===== config.mk =====
export PLATFORM = sky130hd
export DESIGN_NAME = uiei_top
export DESIGN_NICKNAME = d
export VERILOG_FILES = /design/src/pkg/uiei_pkg.sv /design/src/hdl/uiei_prio_enc.sv /design/src/hdl/uiei_top.sv
export SDC_FILE = /design/constraint.sdc
export NUM_CORES = 1
export LEC_CHECK = 0
export BUFFER_PORTS_ARGS = -buffer_cell sky130_fd_sc_hd__buf_4
export CAP_MARGIN = 20
export CORE_ASPECT_RATIO = 0.5
export CORE_MARGIN = 5
export CORE_UTILIZATION = 43
export DETAILED_ROUTE_END_ITERATION = 8
export PLACE_DENSITY = 0.72
export SETUP_SLACK_MARGIN = 0.1
export SLEW_MARGIN = 20
export SYNTH_ARGS = -nofsm -noshare
export SYNTH_HDL_FRONTEND = slang
export SYNTH_SLANG_ARGS = --single-unit

===== constraint.sdc =====
create_clock -name clk_sys -period 1.53 [get_ports clk_sys]
set_input_delay 0.153 -clock clk_sys [delete_from_list [all_inputs] [get_ports clk_sys]]
set_output_delay 0.153 -clock clk_sys [all_outputs]
set_load 0.01 [all_outputs]

===== src/pkg/uiei_pkg.sv =====
// ****************************************************************
// Constants and carriers for the UART interrupt enable/identify block
// ****************************************************************
`default_nettype none
package uiei_pkg;

  // ****************************************************************
  // Register port geometry and offsets
  // ****************************************************************
  localparam int unsigned ADDR_W          = 4;
  localparam int unsigned DATA_W          = 8;
  localparam logic [3:0]  REG_ENABLE_OFS  = 4'h1;  // Enable, line_control[7]=0
  localparam logic [3:0]  REG_DIVHI_OFS   = 4'h1;  // Divisor high, line_control[7]=1
  localparam logic [3:0]  REG_IDENT_OFS   = 4'h2;  // Identification, line_control[7]=0

  // ****************************************************************
  // Reset values
  // ****************************************************************
  localparam logic [7:0]  ENABLE_RST      = 8'h00;
  localparam logic [7:0]  IDENT_RST       = 8'h01;
  localparam logic [7:0]  DIVHI_RST       = 8'h00;
  localparam logic [7:0]  RDATA_RST       = 8'h00;

  // ****************************************************************
  // Enable register field positions
  // ****************************************************************
  localparam int unsigned EN_RXDATA_BIT   = 0;
  localparam int unsigned EN_TXRDY_BIT    = 1;
  localparam int unsigned EN_LINE_BIT     = 2;
  localparam int unsigned EN_MODEM_BIT    = 3;
  localparam int unsigned EN_SLEEP_BIT    = 4;
  localparam int unsigned EN_SWFC_BIT     = 5;
  localparam int unsigned EN_RTSDTR_BIT   = 6;
  localparam int unsigned EN_CTSDSR_BIT   = 7;
  localparam logic [7:0]  EN_LOW_MASK     = 8'h0f;  // Always writable
  localparam logic [7:0]  EN_HIGH_MASK    = 8'hf0;  // Needs enhanced functions

  // ****************************************************************
  // Identification codes, bits 5:0, bit 0 low means pending
  // ****************************************************************
  localparam logic [5:0]  ID_NONE         = 6'h01;
  localparam logic [5:0]  ID_LINE_ERR     = 6'h06;
  localparam logic [5:0]  ID_RX_TIMEOUT   = 6'h0c;
  localparam logic [5:0]  ID_RX_DATA      = 6'h04;
  localparam logic [5:0]  ID_TX_READY     = 6'h02;
  localparam logic [5:0]  ID_MODEM        = 6'h00;
  localparam logic [5:0]  ID_PIN_CHANGE   = 6'h30;
  localparam logic [5:0]  ID_SWFC         = 6'h10;
  localparam logic [5:0]  ID_CTS_RTS      = 6'h20;

  // ****************************************************************
  // Carriers
  // ****************************************************************
  // Interrupt sources after enable gating, highest priority first
  typedef struct packed {
    logic line_err;
    logic rx_timeout;
    logic rx_data;
    logic tx_ready;
    logic modem;
    logic pin_change;
    logic swfc;
    logic cts_rts;
  } uiei_src_s;

  // Sleep entry and wake conditions from the channel
  typedef struct packed {
    logic modem_quiet;
    logic modem_toggle;
    logic rx_pin;
    logic tx_fifo_empty;
    logic rx_fifo_empty;
    logic tx_fifo_write;
  } uiei_sleep_s;

endpackage
`default_nettype wire


===== src/hdl/uiei_prio_enc.sv =====
`timescale 1ns/1ps
`default_nettype none
// ****************************************************************
// Priority encoder for the identification code
// ****************************************************************
module uiei_prio_enc
  import uiei_pkg::*;
(
  // Gated sources
  input  wire uiei_src_s  src,
  // Encoded result
  output logic [5:0]      id_code,
  output logic            any_pending
);

  // Only the highest pending source is reported
  function automatic logic [5:0] encode(input uiei_src_s s);
    logic [5:0] c;
    c = ID_NONE;
    if (s.line_err) begin
      c = ID_LINE_ERR;      // Level 1
    end else if (s.rx_timeout) begin
      c = ID_RX_TIMEOUT;    // Level 2
    end else if (s.rx_data) begin
      c = ID_RX_DATA;       // Level 2
    end else if (s.tx_ready) begin
      c = ID_TX_READY;      // Level 3
    end else if (s.modem) begin
      c = ID_MODEM;         // Level 4
    end else if (s.pin_change) begin
      c = ID_PIN_CHANGE;    // Level 5
    end else if (s.swfc) begin
      c = ID_SWFC;          // Level 6
    end else if (s.cts_rts) begin
      c = ID_CTS_RTS;       // Level 7
    end
    return c;
  endfunction

  // Bit 0 of the code reads zero exactly when something is pending
  always_comb begin
    id_code     = encode(src);
    any_pending = |src;
  end

endmodule
`default_nettype wire


===== src/hdl/uiei_top.sv =====
`timescale 1ns/1ps
`default_nettype none
module uiei_top
  import uiei_pkg::*;
(
  // Clock and resets
  input  wire logic              clk_sys,
  input  wire logic              sys_rst,
  input  wire logic              soft_rst,
  // Register port
  input  wire logic [ADDR_W-1:0] reg_addr,
  input  wire logic              reg_wr_stb,
  input  wire logic              reg_rd_stb,
  input  wire logic [DATA_W-1:0] reg_wdata,
  output logic      [DATA_W-1:0] reg_rdata,
  // Configuration from neighbouring registers
  input  wire logic              divisor_access,
  input  wire logic              enhanced_enable,
  input  wire logic              fifo_enable,
  // Raw events from the channel
  input  wire logic              line_err,
  input  wire logic              rx_timeout,
  input  wire logic              rx_data_avail,
  input  wire logic              tx_holding_empty,
  input  wire logic              tx_space_above_trig,
  input  wire logic              modem_change,
  input  wire logic              pin_change,
  input  wire logic              xoff_detect,
  input  wire logic              xon_detect,
  input  wire logic              special_detect,
  input  wire logic              cts_dsr_inactive,
  input  wire logic              rts_dtr_inactive,
  // Sleep conditions
  input  wire uiei_sleep_s       sleep_cond,
  // Status and clock control
  output logic                   irq_pending,
  output logic      [7:0]        divisor_high,
  output logic                   fifo_mode,
  output logic                   sleep_active,
  output logic                   osc_enable,
  output logic                   uart_clk_enable
);

  // ****************************************************************
  // Decode helpers
  // ****************************************************************
  // Shared by write and read paths so both agree on the map
  function automatic logic hit_enable(input logic [ADDR_W-1:0] a, input logic dl);
    return (a == REG_ENABLE_OFS) && !dl;
  endfunction

  function automatic logic hit_divhi(input logic [ADDR_W-1:0] a, input logic dl);
    return (a == REG_DIVHI_OFS) && dl;
  endfunction

  function automatic logic hit_ident(input logic [ADDR_W-1:0] a, input logic dl);
    return (a == REG_IDENT_OFS) && !dl;
  endfunction

  typedef enum logic [0:0] {
    AWAKE,
    ASLEEP
  } uiei_sleep_e;

  // ****************************************************************
  // Declarations
  // ****************************************************************
  logic        [7:0] enable_ff;
  logic        [7:0] nxt_enable;
  logic        [7:0] divhi_ff;
  logic        [7:0] nxt_divhi;
  logic              xoff_flag_ff;
  logic              nxt_xoff_flag;
  logic              special_flag_ff;
  logic              nxt_special_flag;
  logic              cts_flag_ff;
  logic              nxt_cts_flag;
  logic              rts_flag_ff;
  logic              nxt_rts_flag;
  uiei_sleep_e       sleep_ff;
  uiei_sleep_e       nxt_sleep;
  logic        [7:0] rdata_ff;
  logic        [7:0] nxt_rdata;
  logic              wr_enable;
  logic              wr_divhi;
  logic              rd_ident;
  logic              tx_ready_raw;
  logic              wake_event;
  logic              sleep_ok;
  logic        [5:0] id_code;
  logic              any_pending;
  logic        [7:0] ident_value;
  uiei_src_s         src;

  // ****************************************************************
  // Access strobes
  // ****************************************************************
  // Writes and reads qualified by address and divisor window
  always_comb begin
    wr_enable = reg_wr_stb && hit_enable(reg_addr, divisor_access);
    wr_divhi  = reg_wr_stb && hit_divhi(reg_addr, divisor_access);
    rd_ident  = reg_rd_stb && hit_ident(reg_addr, divisor_access);
  end

  // ****************************************************************
  // Enable and divisor registers
  // ****************************************************************
  // Upper nibble keeps its value unless enhanced functions are on
  always_comb begin
    nxt_enable = enable_ff;
    nxt_divhi  = divhi_ff;
    if (wr_enable) begin
      nxt_enable = (enable_ff & ~EN_LOW_MASK) | (reg_wdata & EN_LOW_MASK);
      if (enhanced_enable) begin
        nxt_enable = reg_wdata;
      end
    end
    if (soft_rst) begin
      nxt_enable = ENABLE_RST;
    end
    // Divisor is deliberately untouched by the software reset
    if (wr_divhi) begin
      nxt_divhi = reg_wdata;
    end
  end

  // Only the asynchronous power-on reset clears the divisor byte
  always_ff @(posedge clk_sys or posedge sys_rst) begin
    if (sys_rst) begin
      enable_ff <= ENABLE_RST;
      divhi_ff  <= DIVHI_RST;
    end else begin
      enable_ff <= nxt_enable;
      divhi_ff  <= nxt_divhi;
    end
  end

  // ****************************************************************
  // Sticky event flags
  // ****************************************************************
  // Set beats an xon or read clear in the same cycle so no event is lost; software reset beats set
  always_comb begin
    nxt_xoff_flag    = xoff_flag_ff;
    nxt_special_flag = special_flag_ff;
    nxt_cts_flag     = cts_flag_ff;
    nxt_rts_flag     = rts_flag_ff;
    if (xon_detect) begin
      nxt_xoff_flag = 1'b0;
    end
    if (rd_ident) begin
      nxt_special_flag = 1'b0;
    end
    // Level 7 causes drop once software has seen their code
    if (rd_ident && (id_code == ID_CTS_RTS)) begin
      nxt_cts_flag = 1'b0;
      nxt_rts_flag = 1'b0;
    end
    if (xoff_detect) begin
      nxt_xoff_flag = 1'b1;
    end
    if (special_detect) begin
      nxt_special_flag = 1'b1;
    end
    if (cts_dsr_inactive) begin
      nxt_cts_flag = 1'b1;
    end
    if (rts_dtr_inactive) begin
      nxt_rts_flag = 1'b1;
    end
    if (soft_rst) begin
      nxt_xoff_flag    = 1'b0;
      nxt_special_flag = 1'b0;
      nxt_cts_flag     = 1'b0;
      nxt_rts_flag     = 1'b0;
    end
  end

  always_ff @(posedge clk_sys or posedge sys_rst) begin
    if (sys_rst) begin
      xoff_flag_ff    <= 1'b0;
      special_flag_ff <= 1'b0;
      cts_flag_ff     <= 1'b0;
      rts_flag_ff     <= 1'b0;
    end else begin
      xoff_flag_ff    <= nxt_xoff_flag;
      special_flag_ff <= nxt_special_flag;
      cts_flag_ff     <= nxt_cts_flag;
      rts_flag_ff     <= nxt_rts_flag;
    end
  end

  // ****************************************************************
  // Source gating
  // ****************************************************************
  // Transmit ready source depends on FIFO mode
  always_comb begin
    tx_ready_raw = fifo_enable ? tx_space_above_trig : tx_holding_empty;
    fifo_mode    = fifo_enable;
  end

  // Enhanced codes use bits 5:4, so they only appear with enhanced functions on
  always_comb begin
    src.line_err   = line_err      && enable_ff[EN_LINE_BIT];
    src.rx_timeout = rx_timeout    && enable_ff[EN_RXDATA_BIT];
    src.rx_data    = rx_data_avail && enable_ff[EN_RXDATA_BIT];
    src.tx_ready   = tx_ready_raw  && enable_ff[EN_TXRDY_BIT];
    src.modem      = modem_change  && enable_ff[EN_MODEM_BIT];
    src.pin_change = pin_change    && enhanced_enable;
    src.swfc       = (xoff_flag_ff || special_flag_ff)
                     && enable_ff[EN_SWFC_BIT] && enhanced_enable;
    src.cts_rts    = ((cts_flag_ff && enable_ff[EN_CTSDSR_BIT])
                     || (rts_flag_ff && enable_ff[EN_RTSDTR_BIT]))
                     && enhanced_enable;
  end

  // ****************************************************************
  // Identification
  // ****************************************************************
  uiei_prio_enc u_prio (
    .src         (src),
    .id_code     (id_code),
    .any_pending (any_pending)
  );

  // FIFO enable is mirrored twice at the top of the byte
  always_comb begin
    ident_value = {fifo_enable, fifo_enable, id_code};
    irq_pending = any_pending;
  end

  // ****************************************************************
  // Sleep control
  // ****************************************************************
  // Wake events are watched on the always-on system clock
  always_comb begin
    sleep_ok   = enable_ff[EN_SLEEP_BIT] && enhanced_enable && !any_pending
                 && sleep_cond.modem_quiet && sleep_cond.rx_pin
                 && sleep_cond.tx_fifo_empty && sleep_cond.rx_fifo_empty;
    wake_event = sleep_cond.modem_toggle || !sleep_cond.rx_pin
                 || sleep_cond.tx_fifo_write;
    nxt_sleep  = sleep_ff;
    unique case (sleep_ff)
      AWAKE: begin
        if (sleep_ok && !wake_event) begin
          nxt_sleep = ASLEEP;
        end
      end
      ASLEEP: begin
        if (wake_event || !enable_ff[EN_SLEEP_BIT] || !enhanced_enable) begin
          nxt_sleep = AWAKE;
        end
      end
    endcase
    if (soft_rst) begin
      nxt_sleep = AWAKE;
    end
  end

  always_ff @(posedge clk_sys or posedge sys_rst) begin
    if (sys_rst) begin
      sleep_ff <= AWAKE;
    end else begin
      sleep_ff <= nxt_sleep;
    end
  end

  // Clock gates are plain decodes of the registered state
  always_comb begin
    sleep_active    = (sleep_ff == ASLEEP);
    osc_enable      = (sleep_ff == AWAKE);
    uart_clk_enable = (sleep_ff == AWAKE);
  end

  // ****************************************************************
  // Read back
  // ****************************************************************
  // Registered read data; unmapped addresses answer zero
  always_comb begin
    nxt_rdata = rdata_ff;
    if (reg_rd_stb) begin
      nxt_rdata = RDATA_RST;
      if (hit_enable(reg_addr, divisor_access)) begin
        nxt_rdata = enable_ff;
      end else if (hit_divhi(reg_addr, divisor_access)) begin
        nxt_rdata = divhi_ff;
      end else if (hit_ident(reg_addr, divisor_access)) begin
        nxt_rdata = ident_value;
      end
    end
  end

  // Data holds until the next read strobe
  always_ff @(posedge clk_sys or posedge sys_rst) begin
    if (sys_rst) begin
      rdata_ff <= RDATA_RST;
    end else begin
      rdata_ff <= nxt_rdata;
    end
  end

  always_comb begin
    reg_rdata    = rdata_ff;
    divisor_high = divhi_ff;
  end

endmodule
`default_nettype wire


==> results of run 1 <==
area by class of cell:
cell class / count / area [sq um] / area share (%)
flip-flops and latches: 29 / 726 / 32.4
multi-input cells: 107 / 722 / 32.2
repair buffers: 78 / 596 / 26.6
clock buffers: 6 / 82.6 / 3.68
well taps: 42 / 52.6 / 2.34
clock inverters: 2 / 37.5 / 1.67
inverters: 7 / 26.3 / 1.17
power by group through the flow:
| stage | clock (uW) | sequential, uW | combinational [uW] |
|---|---|---|---|
| after floorplan | 0 | 905 | 132 |
| after global placement | 0 | 884 | 371 |
| after detailed placement | 0 | 887 | 377 |
| after CTS | 850 | 873 | 397 |
| after global routing | 882 | 882 | 428 |
| final | 831 | 874 | 399 |
logic make-up after synthesis:
group	after synthesis
compound gates	38
buf+inv	15
flops	29
mux	16
simple gates	53
synth_stat cells:
| library cell | n | area share [%] |
|---|---|---|
| sky130_fd_sc_hd__buf_4 | 3 | 1.5 |
| sky130_fd_sc_hd__o21ai_0 | 5 | 1.7 |
| sky130_fd_sc_hd__nor2_8 | 1 | 1.3 |
| sky130_fd_sc_hd__a211o_1 | 1 | 0.59 |
| sky130_fd_sc_hd__o41ai_1 | 1 | 0.59 |
| sky130_fd_sc_hd__nand4_1 | 2 | 0.84 |
| sky130_fd_sc_hd__mux2_2 | 6 | 4.6 |
| sky130_fd_sc_hd__buf_1 | 1 | 0.25 |
| sky130_fd_sc_hd__nor2_1 | 17 | 4.3 |
| sky130_fd_sc_hd__nor2b_1 | 2 | 0.84 |
| sky130_fd_sc_hd__and2_1 | 2 | 0.84 |
| sky130_fd_sc_hd__mux2i_1 | 10 | 6.7 |
| sky130_fd_sc_hd__nor3_1 | 5 | 1.7 |
| sky130_fd_sc_hd__dfrtp_1 | 29 | 49 |
| sky130_fd_sc_hd__nand4b_1 | 1 | 0.59 |
| sky130_fd_sc_hd__o21a_1 | 2 | 1.0 |
| sky130_fd_sc_hd__nor4_1 | 1 | 0.42 |
| sky130_fd_sc_hd__a22oi_1 | 1 | 0.51 |
| sky130_fd_sc_hd__a311oi_1 | 2 | 1.2 |
| sky130_fd_sc_hd__o21ai_1 | 3 | 1.0 |
| sky130_fd_sc_hd__nand2_1 | 12 | 3.0 |
| sky130_fd_sc_hd__a31oi_1 | 1 | 0.42 |
| sky130_fd_sc_hd__a21oi_1 | 15 | 5.1 |
| sky130_fd_sc_hd__o22a_1 | 2 | 1.2 |
| sky130_fd_sc_hd__inv_1 | 7 | 1.8 |
| sky130_fd_sc_hd__or4b_4 | 2 | 1.9 |
| sky130_fd_sc_hd__nand3_1 | 7 | 2.4 |
| sky130_fd_sc_hd__a41oi_1 | 1 | 0.59 |
| sky130_fd_sc_hd__and3b_1 | 1 | 0.59 |
| sky130_fd_sc_hd__buf_6 | 1 | 0.76 |
| sky130_fd_sc_hd__o31ai_1 | 2 | 1.0 |
| sky130_fd_sc_hd__o2bb2ai_1 | 2 | 1.2 |
| sky130_fd_sc_hd__clkbuf_1 | 3 | 0.76 |
path summary, 6_finish.rpt:
kind / from / end / slack, ps / cells after the start
worst max register to register: enable_ff[7] / reg_rdata[0] / -140 / 6
max in group asynchronous: sys_rst / reg_rdata[1] / 740 / 4
worst max-delay path: enable_ff[7] / irq_pending / -270 / 4
worst min-delay path: xoff_detect / xoff_flag_ff / 90 / 3
min in group asynchronous: sys_rst / xoff_flag_ff / 500 / 4
worst min register to register: reg_rdata[2] / reg_rdata[2] / 490 / 1
worst max-delay path: cells and delay by family (launching register included):
family | cells | cell delay, ps
simple gates | 2 | 610
buf+inv | 1 | 140
compound gates | 1 | 220
flops | 1 | 400
layer usage:
layer | up-vias | wire [um] | GRT usage, %
met4 | 0 | 23 | 5.35
met1 | 690 | 2090 | 26.2
li1 | 699 | - | -
met3 | 2 | 215 | 3.90
met5 | - | 0 | 0
met2 | 34 | 2220 | 33.8
repair_timing:
| item | 4_1_cts | 5_1_grt |
|---|---|---|
| buffers inserted | 6 | 4 |
| hold buffers | 1 | 0 |
| resized for setup | 6 | 6 |
| pin swaps | 3 | 6 |
| endpoints found under the setup margin | 3 | 6 |
| endpoints found under the hold margin | 29 | 0 |
placed cells by master, fill, tap and decap left out, types with 2 or more instances in the layout:
cell                        netlist  final
sky130_fd_sc_hd__nor3_1           5      4
sky130_fd_sc_hd__buf_6            1      2
sky130_fd_sc_hd__o2bb2ai_1        2      2
sky130_fd_sc_hd__o21ai_1          3      2
sky130_fd_sc_hd__and2_1           2      2
sky130_fd_sc_hd__clkbuf_8         0      6
sky130_fd_sc_hd__nand3_1          7      7
sky130_fd_sc_hd__o21ai_0          5      3
sky130_fd_sc_hd__mux2_2           6      6
sky130_fd_sc_hd__o22a_1           2      2
sky130_fd_sc_hd__a311oi_1         2      2
sky130_fd_sc_hd__nor2b_1          2      2
sky130_fd_sc_hd__nand4_1          2      2
sky130_fd_sc_hd__o21a_1           2      2
sky130_fd_sc_hd__mux2i_1         10     10
sky130_fd_sc_hd__buf_4            3     75
sky130_fd_sc_hd__nand2_1         12     11
sky130_fd_sc_hd__inv_1            7      7
sky130_fd_sc_hd__dfrtp_1         29     29
sky130_fd_sc_hd__a21oi_1         15     15
sky130_fd_sc_hd__nor2_1          17     17
sky130_fd_sc_hd__or4b_4           2      2
sky130_fd_sc_hd__o21ai_2          0      3
sky130_fd_sc_hd__o31ai_1          2      2
metrics by stage:
stage | utilization (%) | std cells | setup slack [ps] | hold slack (ps)
final | 66.4 | 271 | -275 | 91.5
after global routing | 66.4 | 271 | -351 | 91.3
after CTS | 65.8 | 271 | -292 | 80.7
after detailed placement | 59.8 | 256 | -45.8 | 257
after global placement | 59.8 | 256 | -21.1 | 250
after floorplan | - | 151 | 103 | 219
registers in the layout, indices dropped and copies added (netlist names):
register / cells
enable_ff: 8
sleep_active: 1
divisor_high: 8
xoff_flag_ff: 1
cts_flag_ff: 1
reg_rdata: 8
special_flag_ff: 1
rts_flag_ff: 1
==> flow_summary.json, run 1 <==
{
  "outcome": "finished, violations left",
  "violations_in_the_final_reports": "setup timing",
  "wire_per_inst_um": 16.8,
  "gp_congestion": 0.992,
  "totalWireLength_mm": 4.55,
  "gr-total-overflow": 0,
  "finalSetupTns_ps": -557,
  "power.ir.vdd_worst_v": 0.000583,
  "netlist_area_sq_um": 1480,
  "die_h_um": 51.5,
  "max_freq_ghz": 0.554,
  "number_of_core_rows": 15,
  "arrival_time_of_the_worst_setup_path_ps": 1650,
  "antenna_cells_inserted": 0,
  "cellInternalPower_uw": 1580,
  "fraction_of_final_layout_cells_sized_beyond_drive_strength_1_pct": 44.1,
  "slew-limit-headroom_pct": 69.9,
  "post-route-period-util_pct": 118,
  "design.core.area_sq_um": 3380,
  "clock_power_share_pct": 39.5,
  "leakage_power_figure_uw": 0.00109,
  "remaining_drc_errors": 0,
  "largest_family_of_logic_cells_by_synthesized_area": "simple AND/OR/NAND/NOR gates",
  "switchingPower_uw": 528,
  "detailedRoute.firstIterationViolations": 86,
  "dp_hpwl_mm": 3.33,
  "timing_worst_slew_pin_value_ps": 448,
  "synthesis.yosys.warnings": 0,
  "grt_max_degree": 30,
  "ys_ff_latch": 29,
  "grt_first_pass_wirelength_mm": 7.22,
  "crit_chain": "a22oi_2, nor2b_1, or4b_4, buf_6",
  "synth_compound_gate_area_share_pct": 16.0,
  "period_minus_slack_ps": 1800,
  "timing.final.ws_setup_ps": -275,
  "switching_share_pct": 25.1,
  "share_comb_of_total_power_pct": 19.0,
  "unrepaired_setup_endpoints_after_global_routing": "true",
  "global_route_usage_over_all_layers_pct": 19.9,
  "final_nets": 266,
  "clock-skew-final_ps": 3.78,
  "power_density_nw_per_um2": 938,
  "finish.instance_area_sq_um": 2240,
  "cts_tree": "built",
  "clkLatencyLatePin_ps": 280,
  "power.total_uw": 2100,
  "syn_avg_cell_area_sq_um": 9.83,
  "numClockSinks": 29,
  "simple_gate_area_share_of_the_yosys_netlist_pct": 18.7,
  "postSynthNetCount": 189,
  "initial_core_utilization_pct": 43.9,
  "holdCritPathClass": "input port to register",
  "worstSetupPathType": "register to output port",
  "report.final.setup_viol": 3,
  "placed_cell_area_sq_um": 2020,
  "cts_buffers": 5,
  "floorplan.die.width_um": 93.1,
  "sequential_element_share_of_the_synthesized_area_pct": 48.9,
  "post_synth_xor_xnor_area_pct": 0,
  "clk_pin_slew_worst_paths_ps": 70,
  "ctsHtreeMaxLevel": 2,
  "muxShareOfSynthArea_pct": 11.3,
  "ant_nets": 0,
  "synth_cells": 151,
  "critPathMaxFanout": 2,
  "clk_root_buffer_cell": "sky130_fd_sc_hd__clkbuf_8",
  "synth_adder_area_share_pct": 0,
  "synth_cell_type_count": 33,
  "critical-path-max-stage-delay_ps": 540,
  "clockBufferDepth": 2,
  "number_of_antenna_violations_at_the_first_check_in_global_routing": 0,
  "report.final.hold_viol_count": 0,
  "maxCapViolCount": 0,
  "design.die.area_sq_um": 4800,
  "vias": 1425,
  "drtPass1Iterations": 4,
  "endpoint_kind": "output port",
  "worstSetupStartpointType": "register",
  "boundary_pin_count": 59,
  "worstPathRequired_ps": 1380,
  "post_drt_via_cell_ratio": 5.26,
  "fillerInstances": 290,
  "port-buffer-count": 58,
  "seq_power_share_pct": 41.6,
  "layout-area-overhead-vs-synth_pct": 51.1,
  "grt_pass1_vias": 1488,
  "crit_path_top_delay_cell": "sky130_fd_sc_hd__or4b_4",
  "report.final.slew_viol_count": 0
}
Power figures use the tool's default switching activity.
==> inputs of run 2 (changes only) <==
--- a/config.mk
+++ b/config.mk
@@ -11,8 +11,10 @@
 export CORE_MARGIN = 5
 export CORE_UTILIZATION = 43
 export DETAILED_ROUTE_END_ITERATION = 8
-export PLACE_DENSITY = 0.72
+export GPL_TIMING_DRIVEN = 0
+export PLACE_DENSITY_LB_ADDON = 0.05
 export SETUP_SLACK_MARGIN = 0.1
+export SKIP_LAST_GASP = 1
 export SLEW_MARGIN = 20
 export SYNTH_ARGS = -nofsm -noshare
 export SYNTH_HDL_FRONTEND = slang
==> run 2 against run 1 <==
Compared with the run above:
- the flow still finishes with violations (setup timing)
- global-route usage shrank 0.61 points
- fmax grew 0.74%
- clock skew grew 1.1 ps
- total power shrank 7.1%
- worst hold slack lost 51 ps
- sequential share of layout area grew 1.3 points
- utilization shrank 2.5 points
- setup slack gained 13 ps
- flip-flop and latch count is the same
- combinational power shrank 5.8%
- final cell count shrank 1.8%
- largest cell class unchanged
- highest routed layer unchanged
==> flow_summary.json, run 2 (synthesis results as in run 1) <==
{
  "timing.final.ws_setup_ps": -262,
  "floorplan.die.width_um": 93.1,
  "clkLatencyLatePin_ps": 280,
  "clock-skew-final_ps": 4.89,
  "fraction_of_final_layout_cells_sized_beyond_drive_strength_1_pct": 41.1,
  "clk_pin_slew_worst_paths_ps": 70,
  "worstSetupPathType": "register to output port",
  "remaining_drc_errors": 0,
  "totalWireLength_mm": 4.25,
  "grt_pass1_vias": 1470,
  "power_density_nw_per_um2": 905,
  "reg2reg_setup_slack_ps": -30,
  "layout-area-overhead-vs-synth_pct": 45.4,
  "finalSetupTns_ps": -327,
  "worstSetupStartpoint": "enable_ff[7]",
  "report.final.hold_viol_count": 0,
  "leakage_power_figure_uw": 0.00104,
  "port-buffer-count": 57,
  "worstSetupStartpointType": "register",
  "vias": 1430,
  "arrival_time_of_the_worst_setup_path_ps": 1640,
  "clockBufferDepth": 2,
  "seq_power_share_pct": 44.7,
  "unrepaired_setup_endpoints_after_global_routing": "true",
  "initial_core_utilization_pct": 43.9,
  "post-route-period-util_pct": 117,
  "clock_power_share_pct": 36.1,
  "design.core.area_sq_um": 3380,
  "ant_nets": 0,
  "hold_path_startpoint": "soft_rst",
  "global_route_usage_over_all_layers_pct": 19.3,
  "design.die.area_sq_um": 4800,
  "reg2reg_from": "enable_ff[7]",
  "cellInternalPower_uw": 1440,
  "power.ir.vdd_worst_v": 0.000449,
  "final_nets": 261,
  "grt_max_degree": 30,
  "ctsHtreeMaxLevel": 2,
  "report.final.setup_viol": 3,
  "holdCritPathClass": "input port to register",
  "gr-total-overflow": 0,
  "most-common-layout-cells": "66 x sky130_fd_sc_hd__buf_4, 29 x sky130_fd_sc_hd__dfrtp_1, 17 x sky130_fd_sc_hd__nor2_1",
  "gp_congestion": 0.818,
  "switching_share_pct": 26.1,
  "grt_first_pass_wirelength_mm": 6.95,
  "detailedRoute.firstIterationViolations": 59,
  "critPathMaxFanout": 2,
  "antenna_cells_inserted": 0,
  "number_of_core_rows": 15,
  "endpoint_kind": "output port",
  "die_h_um": 51.5,
  "post-place-ws_ps": -129,
  "boundary_pin_count": 59,
  "number_of_antenna_violations_at_the_first_check_in_global_routing": 0,
  "numClockSinks": 29,
  "switchingPower_uw": 510,
  "period_minus_slack_ps": 1790,
  "timing_worst_slew_pin_value_ps": 645,
  "fin_util_pct": 63.9,
  "outcome": "finished, violations left",
  "wire_per_inst_um": 16.0,
  "layout.cells.most_common": "sky130_fd_sc_hd__buf_4",
  "whs_ps": 40.2,
  "worstPathRequired_ps": 1380,
  "clk_root_buffer_cell": "sky130_fd_sc_hd__clkbuf_8",
  "max_freq_ghz": 0.558,
  "cts_tree": "built",
  "dp_hpwl_mm": 3.20,
  "maxCapViolCount": 0,
  "drtPass1Iterations": 4,
  "report.final.slew_viol_count": 0,
  "share_comb_of_total_power_pct": 19.2,
  "cts_buffers": 5,
  "post_drt_via_cell_ratio": 5.38,
  "slew-limit-headroom_pct": 57.0,
  "violations_in_the_final_reports": "setup timing"
}
-- run 2: cell count changes in the layout (fill, tap and decap cells not counted), sizes merged --
cell      change
buf           -8
clkbuf        +4
bufinv        -1
clkinv        +1
clkinvlp      -1
-- run 2: final timing paths --
kind | to | cells after the start
worst max-delay path | irq_pending | 4
worst min-delay path | cts_flag_ff | 2
worst max register to register | sleep_active | 5
worst min register to register | reg_rdata[2] | 1
max in group asynchronous | reg_rdata[6] | 3
min in group asynchronous | divisor_high[2] | 3
-- run 2: power groups by stage --
stage	combinational (uW)	sequential (uW)	clock, uW
floorplan	132	905	0
global placement	357	885	0
detailed placement	362	888	0
CTS	373	874	718
global route	411	882	755
finish	376	873	705
-- run 2: timing repair --
item	4_1_cts	5_1_grt
endpoints found under the setup margin	3	9
resized for setup	6	3
hold buffers	1	0
setup buffers	3	4
pin swaps	3	4
hold endpoints to repair	29	0
-- run 2: cell type report --
type,count,area [sq um]
clock buffer,7,96.3
clock inverter,1,5.00
fill,291,1220
timing repair buffer,65,494
buffer,8,48.8
multi-input combinational,107,708
inverter,7,26.3
sequential,29,726
tap,42,52.6
-- run 2: layer usage --
layer / track usage [%] / wire length, um / up-vias
met4: 6.57 / 40 / 0
met2: 28.7 / 1830 / 57
met1: 26.3 / 2000 / 680
met3: 6.50 / 378 / 4
li1: - / - / 689
met5: 0 / 0 / -
-- run 2: metrics by stage --
| stage | cells | cell area, sq um | total power (uW) |
|---|---|---|---|
| global route | 266 | 2160 | 2050 |
| CTS | 262 | 2110 | 1970 |
| floorplan | 151 | 1480 | 1040 |
| detailed placement | 250 | 1960 | 1250 |
| finish | 266 | 2160 | 1950 |
| global placement | 250 | 1960 | 1240 |
-- run 2: worst max-delay path, cell delays in order (launching register included) --
cell	delay [ps]
sky130_fd_sc_hd__dfrtp_1	400
sky130_fd_sc_hd__a22oi_2	210
sky130_fd_sc_hd__nor2b_1	70
sky130_fd_sc_hd__or4b_4	540
sky130_fd_sc_hd__buf_6	140
